## config.mk

```make
export PLATFORM = sky130hd
export DESIGN_NAME = spsd_top
export DESIGN_NICKNAME = d
export VERILOG_FILES = /design/src/pkg/spsd_pkg.sv /design/src/hdl/spsd_fifo.sv /design/src/hdl/spsd_top.sv
export VERILOG_INCLUDE_DIRS = /design/src /design/src/pkg
export SDC_FILE = /design/constraint.sdc
export NUM_CORES = 1
export LEC_CHECK = 0
export BUFFER_PORTS_ARGS = -buffer_cell sky130_fd_sc_hd__buf_2
export CAP_MARGIN = 20
export CORE_MARGIN = 4
export CORE_UTILIZATION = 50
export DETAILED_ROUTE_END_ITERATION = 7
export PLACE_DENSITY = 0.67
export SLEW_MARGIN = 25
export SYNTH_ARGS = -nofsm -noshare
export SYNTH_HDL_FRONTEND = slang
export SYNTH_SLANG_ARGS = --single-unit
```

## constraint.sdc

```tcl
create_clock -name i_clock -period 9.4 [get_ports i_clock]
set_clock_uncertainty 0.2 [all_clocks]
set_input_delay 0.47 -clock i_clock [delete_from_list [all_inputs] [get_ports i_clock]]
set_output_delay 0.47 -clock i_clock [all_outputs]
set_load 0.01 [all_outputs]
```

## src/pkg/spsd_params.svh

```systemverilog
// Constants of the SPI page selection and code decryption front end
// Function
// - Code words coming over SPI for Code RAM are decrypted on the fly and only the plain result is stored.
// - The decryption of Code RAM writes is always on and has no bypass.
// - Each write to the page selection register that selects code memory restarts the cipher.
// - The page selection register answers at its fixed address whatever page is selected.
// - With page value 000 every access except to the page selection register is ignored.
// - Page value 001 routes accesses to Code RAM one and 010 to Code RAM two.
// - Page value 011 sends each write to both Code RAMs and reads are not served there.
// - A written value with the top bit set is stored as 100 and selects the common page.
// - The common page reaches every area except the Code RAMs.
// - The internal address and the page value are decoded into one select per addressed area.
// - Each channel has three selects: 0 Data RAM, 1 Code RAM, 2 configuration registers.
// - Separate selects exist for main configuration, I/O configuration and diagnosis registers.
`ifndef SPSD_PARAMS_SVH
`define SPSD_PARAMS_SVH

// ==========================================================
// Widths
`define SPSD_ADDR_W       10
`define SPSD_DATA_W       16
`define SPSD_PAGE_W       3
`define SPSD_FIFO_DEPTH   16

// ==========================================================
// Page selection register
`define SPSD_PAGE_ADDR    10'h3FF
`define SPSD_PAGE_RESET   3'h0
`define SPSD_PAGE_NONE    3'h0
`define SPSD_PAGE_CODE1   3'h1
`define SPSD_PAGE_CODE2   3'h2
`define SPSD_PAGE_DUAL    3'h3
`define SPSD_PAGE_COMMON  3'h4
`define SPSD_PAGE_TOP_BIT 2

// ==========================================================
// Select indexes inside a channel group
`define SPSD_SEL_DRAM     0
`define SPSD_SEL_CRAM     1
`define SPSD_SEL_CFG      2

// ==========================================================
// Common page areas, first and last word address
`define SPSD_DRAM1_FIRST  10'h000
`define SPSD_DRAM1_LAST   10'h07F
`define SPSD_DRAM2_FIRST  10'h080
`define SPSD_DRAM2_LAST   10'h0FF
`define SPSD_CFG1_FIRST   10'h100
`define SPSD_CFG1_LAST    10'h13F
`define SPSD_CFG2_FIRST   10'h140
`define SPSD_CFG2_LAST    10'h17F
`define SPSD_IO_FIRST     10'h180
`define SPSD_IO_LAST      10'h1BF
`define SPSD_MCR_FIRST    10'h1C0
`define SPSD_MCR_LAST     10'h1FF
`define SPSD_DIAG_FIRST   10'h200
`define SPSD_DIAG_LAST    10'h23F

// ==========================================================
// Cipher keystream (seed value arbitrary)
`define SPSD_CIPHER_SEED  16'hACE1
`define SPSD_CIPHER_TAPS  16'hB400

`endif

```

## src/pkg/spsd_pkg.sv

```systemverilog
// Types shared by the page selection front end
`default_nettype none
`include "spsd_params.svh"

package spsd_pkg;

	typedef logic [`SPSD_ADDR_W-1:0] spsd_addr_t;
	typedef logic [`SPSD_DATA_W-1:0] spsd_word_t;
	typedef logic [`SPSD_PAGE_W-1:0] spsd_page_t;

	// Area hit by a common page address
	typedef enum logic [2:0] {
		SPSD_AREA_NONE,
		SPSD_AREA_DRAM1,
		SPSD_AREA_DRAM2,
		SPSD_AREA_CFG1,
		SPSD_AREA_CFG2,
		SPSD_AREA_MCR,
		SPSD_AREA_IO,
		SPSD_AREA_DIAG
	} spsd_area_t;

endpackage

`default_nettype wire

```

## src/hdl/spsd_fifo.sv

```systemverilog
// Request FIFO between the SPI side and the decoder
`timescale 1ns/1ps
`default_nettype none

module spsd_fifo #(
	parameter int WIDTH = 27,
	parameter int DEPTH = 16
) (
	input  wire logic             i_clock,     // System clock
	input  wire logic             i_reset,     // Async reset, high
	input  wire logic             i_in_valid,  // Write side valid
	output logic                  o_in_ready,  // Write side ready
	input  wire logic [WIDTH-1:0] i_in_data,   // Write side word
	output logic                  o_out_valid, // Read side valid
	input  wire logic             i_out_ready, // Read side ready
	output logic [WIDTH-1:0]      o_out_data   // Read side word
);

	localparam int AW = $clog2(DEPTH);

	logic [WIDTH-1:0] store [DEPTH];
	logic [AW-1:0]    wr_index;
	logic [AW-1:0]    rd_index;
	logic [AW:0]      count;
	wire              push;
	wire              pop;

	// Handshake terms
	assign o_in_ready  = (count != (AW+1)'(DEPTH));
	assign o_out_valid = (count != '0);
	assign push        = i_in_valid && o_in_ready;
	assign pop         = o_out_valid && i_out_ready;
	assign o_out_data  = store[rd_index];

	// Storage
	always_ff @(posedge i_clock) begin
		if (push) begin
			store[wr_index] <= i_in_data;
		end
	end

	// Pointers and fill count
	always_ff @(posedge i_clock or posedge i_reset) begin
		if (i_reset) begin
			wr_index <= '0;
			rd_index <= '0;
			count    <= '0;
		end else begin
			if (push) begin
				wr_index <= (wr_index == AW'(DEPTH-1)) ? '0 : wr_index + 1'b1;
			end
			if (pop) begin
				rd_index <= (rd_index == AW'(DEPTH-1)) ? '0 : rd_index + 1'b1;
			end
			count <= count + (AW+1)'(push) - (AW+1)'(pop);
		end
	end

endmodule

`default_nettype wire

```

## src/hdl/spsd_top.sv

```systemverilog
// Page selection, area decoding and code decryption for SPI accesses
`timescale 1ns/1ps
`default_nettype none
`include "spsd_params.svh"

module spsd_top
	import spsd_pkg::*;
(
	input  wire logic       i_clock,                    // System clock, 25 MHz
	input  wire logic       i_reset,                    // Async reset, high
	input  wire logic       i_req_valid,                // SPI access offered
	output logic            o_req_ready,                // FIFO can take it
	input  wire logic       i_req_write,                // 1 write, 0 read
	input  wire spsd_addr_t i_req_addr,                 // Word address
	input  wire spsd_word_t i_req_wdata,                // Write data
	input  wire logic       i_bus_ready,                // Areas accept an access
	output spsd_addr_t      o_bus_addr,                 // Address to areas
	output spsd_word_t      o_bus_wdata,                // Data to areas
	output logic            o_bus_write,                // Write strobe
	output logic            o_bus_read,                 // Read strobe
	output logic [2:0]      o_channel_one_area_selects, // Channel one selects
	output logic [2:0]      o_channel_two_area_selects, // Channel two selects
	output logic            o_main_config_select,       // Main configuration
	output logic            o_io_config_select,         // I/O configuration
	output logic            o_diag_config_select,       // Diagnosis configuration
	input  wire spsd_word_t i_area_rdata,               // Area read data
	output logic            o_resp_valid,               // Read answer pulse
	output spsd_word_t      o_resp_data,                // Read answer data
	output logic            o_access_ignored,           // Access dropped pulse
	output spsd_page_t      o_page_selection            // Current page value
);

	localparam int REQ_W = 1 + `SPSD_ADDR_W + `SPSD_DATA_W;

	// ==========================================================
	// Functions

	// Stored form of a written page value
	function automatic spsd_page_t coerce_page(input spsd_page_t value);
		coerce_page = value[`SPSD_PAGE_TOP_BIT] ? `SPSD_PAGE_COMMON : value;
	endfunction

	// True when a page value points at code memory
	function automatic logic is_code_page(input spsd_page_t value);
		is_code_page = (value == `SPSD_PAGE_CODE1) || (value == `SPSD_PAGE_CODE2) ||
			(value == `SPSD_PAGE_DUAL);
	endfunction

	// Common page area lookup
	function automatic spsd_area_t decode_area(input spsd_addr_t a);
		if (a >= `SPSD_DRAM1_FIRST && a <= `SPSD_DRAM1_LAST) begin
			decode_area = SPSD_AREA_DRAM1;
		end else if (a >= `SPSD_DRAM2_FIRST && a <= `SPSD_DRAM2_LAST) begin
			decode_area = SPSD_AREA_DRAM2;
		end else if (a >= `SPSD_CFG1_FIRST && a <= `SPSD_CFG1_LAST) begin
			decode_area = SPSD_AREA_CFG1;
		end else if (a >= `SPSD_CFG2_FIRST && a <= `SPSD_CFG2_LAST) begin
			decode_area = SPSD_AREA_CFG2;
		end else if (a >= `SPSD_IO_FIRST && a <= `SPSD_IO_LAST) begin
			decode_area = SPSD_AREA_IO;
		end else if (a >= `SPSD_MCR_FIRST && a <= `SPSD_MCR_LAST) begin
			decode_area = SPSD_AREA_MCR;
		end else if (a >= `SPSD_DIAG_FIRST && a <= `SPSD_DIAG_LAST) begin
			decode_area = SPSD_AREA_DIAG;
		end else begin
			decode_area = SPSD_AREA_NONE;
		end
	endfunction

	// One keystream step, Galois form
	function automatic spsd_word_t lfsr_next(input spsd_word_t s);
		lfsr_next = s[0] ? ((s >> 1) ^ `SPSD_CIPHER_TAPS) : (s >> 1);
	endfunction

	// ==========================================================
	// Request FIFO

	logic [REQ_W-1:0] fifo_out;
	logic             fifo_valid;
	wire              issue;

	spsd_fifo #(
		.WIDTH (REQ_W),
		.DEPTH (`SPSD_FIFO_DEPTH)
	) u_fifo (
		.i_clock     (i_clock),
		.i_reset     (i_reset),
		.i_in_valid  (i_req_valid),
		.o_in_ready  (o_req_ready),
		.i_in_data   ({i_req_write, i_req_addr, i_req_wdata}),
		.o_out_valid (fifo_valid),
		.i_out_ready (i_bus_ready),
		.o_out_data  (fifo_out)
	);

	// ==========================================================
	// Decoding

	spsd_page_t page;
	spsd_word_t keystream;
	logic       rd_pending;
	logic       rd_from_page;
	spsd_word_t rd_page_word;

	wire        cur_write;
	spsd_addr_t cur_addr;
	spsd_word_t cur_wdata;
	wire        page_hit;
	wire        page_write;
	spsd_page_t page_new;
	spsd_area_t area;
	wire        code_access;
	wire        code_write;
	logic [2:0] next_sel_one;
	logic [2:0] next_sel_two;
	wire        next_mcr;
	wire        next_io;
	wire        next_diag;
	wire        any_sel;
	spsd_word_t next_wdata;

	// Unpack the FIFO head and classify it
	assign {cur_write, cur_addr, cur_wdata} = fifo_out;
	assign issue       = fifo_valid && i_bus_ready;
	assign page_hit    = (cur_addr == `SPSD_PAGE_ADDR);
	assign page_write  = issue && page_hit && cur_write;
	assign page_new    = coerce_page(cur_wdata[`SPSD_PAGE_W-1:0]);
	assign area        = (page == `SPSD_PAGE_COMMON) ? decode_area(cur_addr) : SPSD_AREA_NONE;

	// Code RAM pages, dual page only for writes
	assign code_access = !page_hit && (page == `SPSD_PAGE_CODE1 || page == `SPSD_PAGE_CODE2 ||
		(page == `SPSD_PAGE_DUAL && cur_write));
	assign code_write  = issue && code_access && cur_write;

	// Per area selects, none under page zero
	always_comb begin
		next_sel_one = 3'h0;
		next_sel_two = 3'h0;
		if (issue && !page_hit) begin
			next_sel_one[`SPSD_SEL_CRAM] = code_access && page[0];
			next_sel_two[`SPSD_SEL_CRAM] = code_access && page[1];
			next_sel_one[`SPSD_SEL_DRAM] = (area == SPSD_AREA_DRAM1);
			next_sel_two[`SPSD_SEL_DRAM] = (area == SPSD_AREA_DRAM2);
			next_sel_one[`SPSD_SEL_CFG]  = (area == SPSD_AREA_CFG1);
			next_sel_two[`SPSD_SEL_CFG]  = (area == SPSD_AREA_CFG2);
		end
	end

	// Shared register areas
	assign next_mcr  = issue && !page_hit && (area == SPSD_AREA_MCR);
	assign next_io   = issue && !page_hit && (area == SPSD_AREA_IO);
	assign next_diag = issue && !page_hit && (area == SPSD_AREA_DIAG);
	assign any_sel   = (next_sel_one != 3'h0) || (next_sel_two != 3'h0) ||
		next_mcr || next_io || next_diag;

	// Code writes always pass the cipher
	assign next_wdata = code_write ? (cur_wdata ^ keystream) : cur_wdata;

	// ==========================================================
	// Page selection register
	always_ff @(posedge i_clock or posedge i_reset) begin
		if (i_reset) begin
			page <= `SPSD_PAGE_RESET;
		end else if (page_write) begin
			page <= page_new;
		end
	end

	assign o_page_selection = page;

	// ==========================================================
	// Keystream, restarted by a code page selection
	always_ff @(posedge i_clock or posedge i_reset) begin
		if (i_reset) begin
			keystream <= `SPSD_CIPHER_SEED;
		end else if (page_write && is_code_page(page_new)) begin
			keystream <= `SPSD_CIPHER_SEED;
		end else if (code_write) begin
			keystream <= lfsr_next(keystream);
		end
	end

	// ==========================================================
	// Area strobes, one cycle per access
	always_ff @(posedge i_clock or posedge i_reset) begin
		if (i_reset) begin
			o_channel_one_area_selects <= 3'h0;
			o_channel_two_area_selects <= 3'h0;
			o_main_config_select       <= 1'b0;
			o_io_config_select         <= 1'b0;
			o_diag_config_select       <= 1'b0;
			o_bus_write                <= 1'b0;
			o_bus_read                 <= 1'b0;
		end else begin
			o_channel_one_area_selects <= next_sel_one;
			o_channel_two_area_selects <= next_sel_two;
			o_main_config_select       <= next_mcr;
			o_io_config_select         <= next_io;
			o_diag_config_select       <= next_diag;
			o_bus_write                <= any_sel && cur_write;
			o_bus_read                 <= any_sel && !cur_write;
		end
	end

	// Address and data follow the strobes
	always_ff @(posedge i_clock or posedge i_reset) begin
		if (i_reset) begin
			o_bus_addr  <= '0;
			o_bus_wdata <= '0;
		end else if (issue) begin
			o_bus_addr  <= cur_addr;
			o_bus_wdata <= next_wdata;
		end
	end

	// ==========================================================
	// Read answer, two cycles after the issue
	always_ff @(posedge i_clock or posedge i_reset) begin
		if (i_reset) begin
			rd_pending   <= 1'b0;
			rd_from_page <= 1'b0;
			rd_page_word <= '0;
		end else begin
			rd_pending   <= issue && !cur_write;
			rd_from_page <= page_hit;
			rd_page_word <= {{(`SPSD_DATA_W-`SPSD_PAGE_W){1'b0}}, page};
		end
	end

	// Answer data, zero for a dropped read
	always_ff @(posedge i_clock or posedge i_reset) begin
		if (i_reset) begin
			o_resp_valid     <= 1'b0;
			o_resp_data      <= '0;
			o_access_ignored <= 1'b0;
		end else begin
			o_resp_valid     <= rd_pending;
			o_access_ignored <= issue && !page_hit && !any_sel;
			if (rd_pending) begin
				o_resp_data <= rd_from_page ? rd_page_word :
					(o_bus_read ? i_area_rdata : '0);
			end
		end
	end

	// ==========================================================
	// Checks
	wire [8:0] sel_all = {o_channel_one_area_selects, o_channel_two_area_selects,
		o_main_config_select, o_io_config_select, o_diag_config_select};
endmodule

`default_nettype wire

```

==> qor.csv <==
metric,value,unit
Tcrit/Tclk final,46.1,%
r2r setup slk,5.06,ns
detailed-route wire length,45.2,mm
mux contribution to synthesized area,14.6,%
Routed Antenna Nets,0,
Leakage Power,8.26,nW
H-tree lvl count,2,
hold path depth,3,
family with the most delay on the worst path,buffers and inverters,
complex-gate fraction of the synthesized area,2.86,%
hold_sp,i_area_rdata[0],
Worst Tran Pin Value,0.801,ns
peak fanout along the critical path,40,
main area contributors after synthesis,"edfxtp_1 (62%), mux4_2 (13%), dfrtp_1 (10%)",
Mapped Area,20800,um2
RR Startpoint,u_fifo.rd_index[0]$_DFFE_PP0P_,
total track usage,20.4,%
Post-synth EDFFs,432,
Die H,212,um
Final nets,1301,
"area leader, netlist",edfxtp_1,
first drt pass iteration count,5,
Adder-Cell Fraction of Synth Area,0.758,%
Synth Area in XOR/XNOR,0.884,%
max_cap viols,0,
Max Freq,231,MHz
Slew Limit Headroom,46.6,%
vias in the first global route,10726,
root buffer cell,clkbuf_16,
fin cells,1815,
Yosys reg bits,524,
Crit. Startpoint,u_fifo.rd_index[0]$_DFFE_PP0P_,
CP required,9.72,ns
combinational share of power,26.9,%
clock power share,29.7,%
Area Overhead vs Synth,14.3,%
DR WL/cell,24.9,um
Worst path slowest cell,buf_4,
sw frac,29.6,%
port bufs,105,
Int Pwr,4.84,mW
fin crit period,4.34,ns
sequential area share after synthesis,73.5,%
vias post-DR,10522,
Cells after Synth,1102,
endpoint class of the critical path,flip-flop,
Rows,74,
DRC viols,0,
DP Wirelength,26.5,mm
total I/O pin count,106,
Slew Limit Fails,0,
core area,41000,um2
worst path cell trace,buf_4 -> buf_4 -> mux4_2 -> mux4_2 -> nor3_4 -> or3_1,
share of cells above drive strength 1,28.8,%
Most used DFF post-synth,edfxtp_1,
Buf/Inv on CP,2,
Overflow after GRT,0,
critical path class,reg -> reg,
Hold Crit Endpoint,o_resp_data[0]$_DFFE_PP0P_,
GP Congestion,0.822,
Post-synth ARST share,17.6,%
main combinational cell family by area after synthesis,multiplexers,
post-CTS sizing,0,
Setup Total Neg Slack,0,ns
"Hold Vio Cnt, Final",0,
Clock Path Buffers,3,
Num CTS Buffers,50,
antenna diode count,0,
Seq pwr share,43.4,%
Yosys cell types,60,
"CTS clk-pin slew, worst paths",0.06,ns
unrepaired setup endpoints after global routing,no,
Syn Area/Cell,18.9,um2
worst skew pair latency,0.60,ns
first-pass GRT wire length,67.5,mm
mean number of vias per cell,5.80,
peak supply drop,0.135,mV
initial DRC count,985,
FF-to-FF End,keystream[11]$_DFFE_PP1P_,
die area,44900,um2
status,"complete, no violations",
Worst Hold Class,in -> reg,
post-layout util,58.0,%
clock sinks,524,
Die Wd,212,um
simple-gate share of the synthesized area,5.04,%
"commonest non-fill, non-tap cell in the layout",edfxtp_1,
most frequent cells in the layout,"edfxtp_1 (432), mux4_2 (118), buf_2 (105), nand2_1 (88), dfrtp_1 (80)",
initial antenna violation count,3,
TritonCTS clock tree,yes,
Switch Pwr,2.03,mW
largest net degree at the start of global routing,52,
final setup fails,0,
worst reg-to-reg path cell count,6,
Critical Path AT,4.66,ns
crit path launch type,flip-flop,
Placed Instances,1707,
Cell Pwr Density,289,nW/um2
Starting Density,50.7,%
largest stage delay on the critical path,0.75,ns
Synth top area share,62.4,%
Ys Warns,0,
synthesized net count,1161,
cell usage after synthesis (all sizes together) (2+ instances only):
| library cell | count |
|---|---|
| edfxtp | 432 |
| mux4 | 124 |
| nand2 | 88 |
| dfrtp | 84 |
| nor2 | 45 |
| o21ai | 43 |
| buf | 36 |
| inv | 28 |
| nand3 | 25 |
| a21oi | 22 |
| clkbuf | 21 |
| xnor2 | 18 |
| mux2i | 16 |
| nor3 | 14 |
| nor2b | 12 |
| and2 | 11 |
| ha | 11 |
| dfstp | 8 |
| or3 | 8 |
| a22oi | 5 |
| a31oi | 5 |
| mux2 | 5 |
| nand2b | 5 |
| nand3b | 5 |
| a211o | 3 |
| xor2 | 3 |
| a211oi | 2 |
| a21o | 2 |
| a22o | 2 |
| a2bb2oi | 2 |
| nor4 | 2 |
| o211ai | 2 |
power by group through the flow:
stage / registers (mW) / logic (mW) / clock network, mW
2_1_floorplan: 2.95 / 1.38 / 0
3_3_place_gp: 3.02 / 1.84 / 0
3_5_place_dp: 3.03 / 1.86 / 0
4_1_cts: 2.99 / 1.87 / 2.08
5_1_grt: 3.02 / 1.99 / 2.19
6_report: 2.99 / 1.85 / 2.04
cell type report:
type	instances	area (um2)
timing repair buffer	145	863
fill	2995	17200
sequential	524	15300
clock inverter	22	272
tap	532	666
clock buffer	71	1410
inverter	29	111
multi-input combinational	492	5160
worst register-to-register path: cells and delay by family (launching register included):
family / cells / cell delay [ns]
AND/OR/NAND/NOR: 2 / 0.79
flip-flops: 1 / 0.64
buffers and inverters: 2 / 1.40
multiplexers: 2 / 1.25
what timing repair did:
action,in CTS,in global routing
buffers inserted,0,0
endpoints found under the hold margin,55,0
hold buffers,15,0
state kept, by name (all words and copies together) (netlist names), 4 cells and up:
signal,count
u_fifo.store,432
o_resp_data,16
keystream,16
u_fifo.rd_index,4
o_bus_wdata,16
o_bus_addr,10
u_fifo.wr_index,4
u_fifo.count,5
cells by family (layout without fill, tap and decap cells):
| family | Yosys count | after routing |
|---|---|---|
| flops | 524 | 524 |
| simple gates | 219 | 219 |
| mux | 145 | 145 |
| compound gates | 95 | 95 |
| buf+inv | 86 | 267 |
| xor+xnor | 21 | 21 |
| fa+ha+maj | 12 | 12 |
worst max-delay path by stage:
stage	cells past startpoint	slack (ns)	endpoint
6_report	6	5.06	keystream[11]$_DFFE_PP1P_
3_3_place_gp	9	4.96	keystream[0]$_DFFE_PP1P_
5_1_grt	6	4.71	keystream[14]$_DFFE_PP0P_
3_5_place_dp	9	4.92	keystream[0]$_DFFE_PP1P_
4_1_cts	9	4.90	keystream[0]$_DFFE_PP1P_
2_1_floorplan	7	5.61	u_fifo.store[0][0]$_DFFE_PP_
stage by stage:
step / setup WS (ns) / area, um2 / power, mW / hold slack [ns]
after floorplan: 5.61 / 20800 / 4.33 / 0.165
after global placement: 4.96 / 21900 / 4.86 / 0.260
after global routing: 4.71 / 23800 / 7.19 / 0.0319
after detailed placement: 4.92 / 21900 / 4.89 / 0.276
final: 5.06 / 23800 / 6.87 / 0.0281
after CTS: 4.90 / 23800 / 6.94 / 0.00271
per-layer routing:
layer / GRT usage [%] / vias to the layer above / part of all wire (%)
met2: 32.6 / 358 / 49
li1: - / 4605 / -
met1: 29.4 / 5483 / 42
met3: 3.60 / 70 / 6.6
met4: 5.84 / 6 / 2.1
met5: 0 / - / 0.077
No activity file was read; power rests on OpenSTA's default activity.
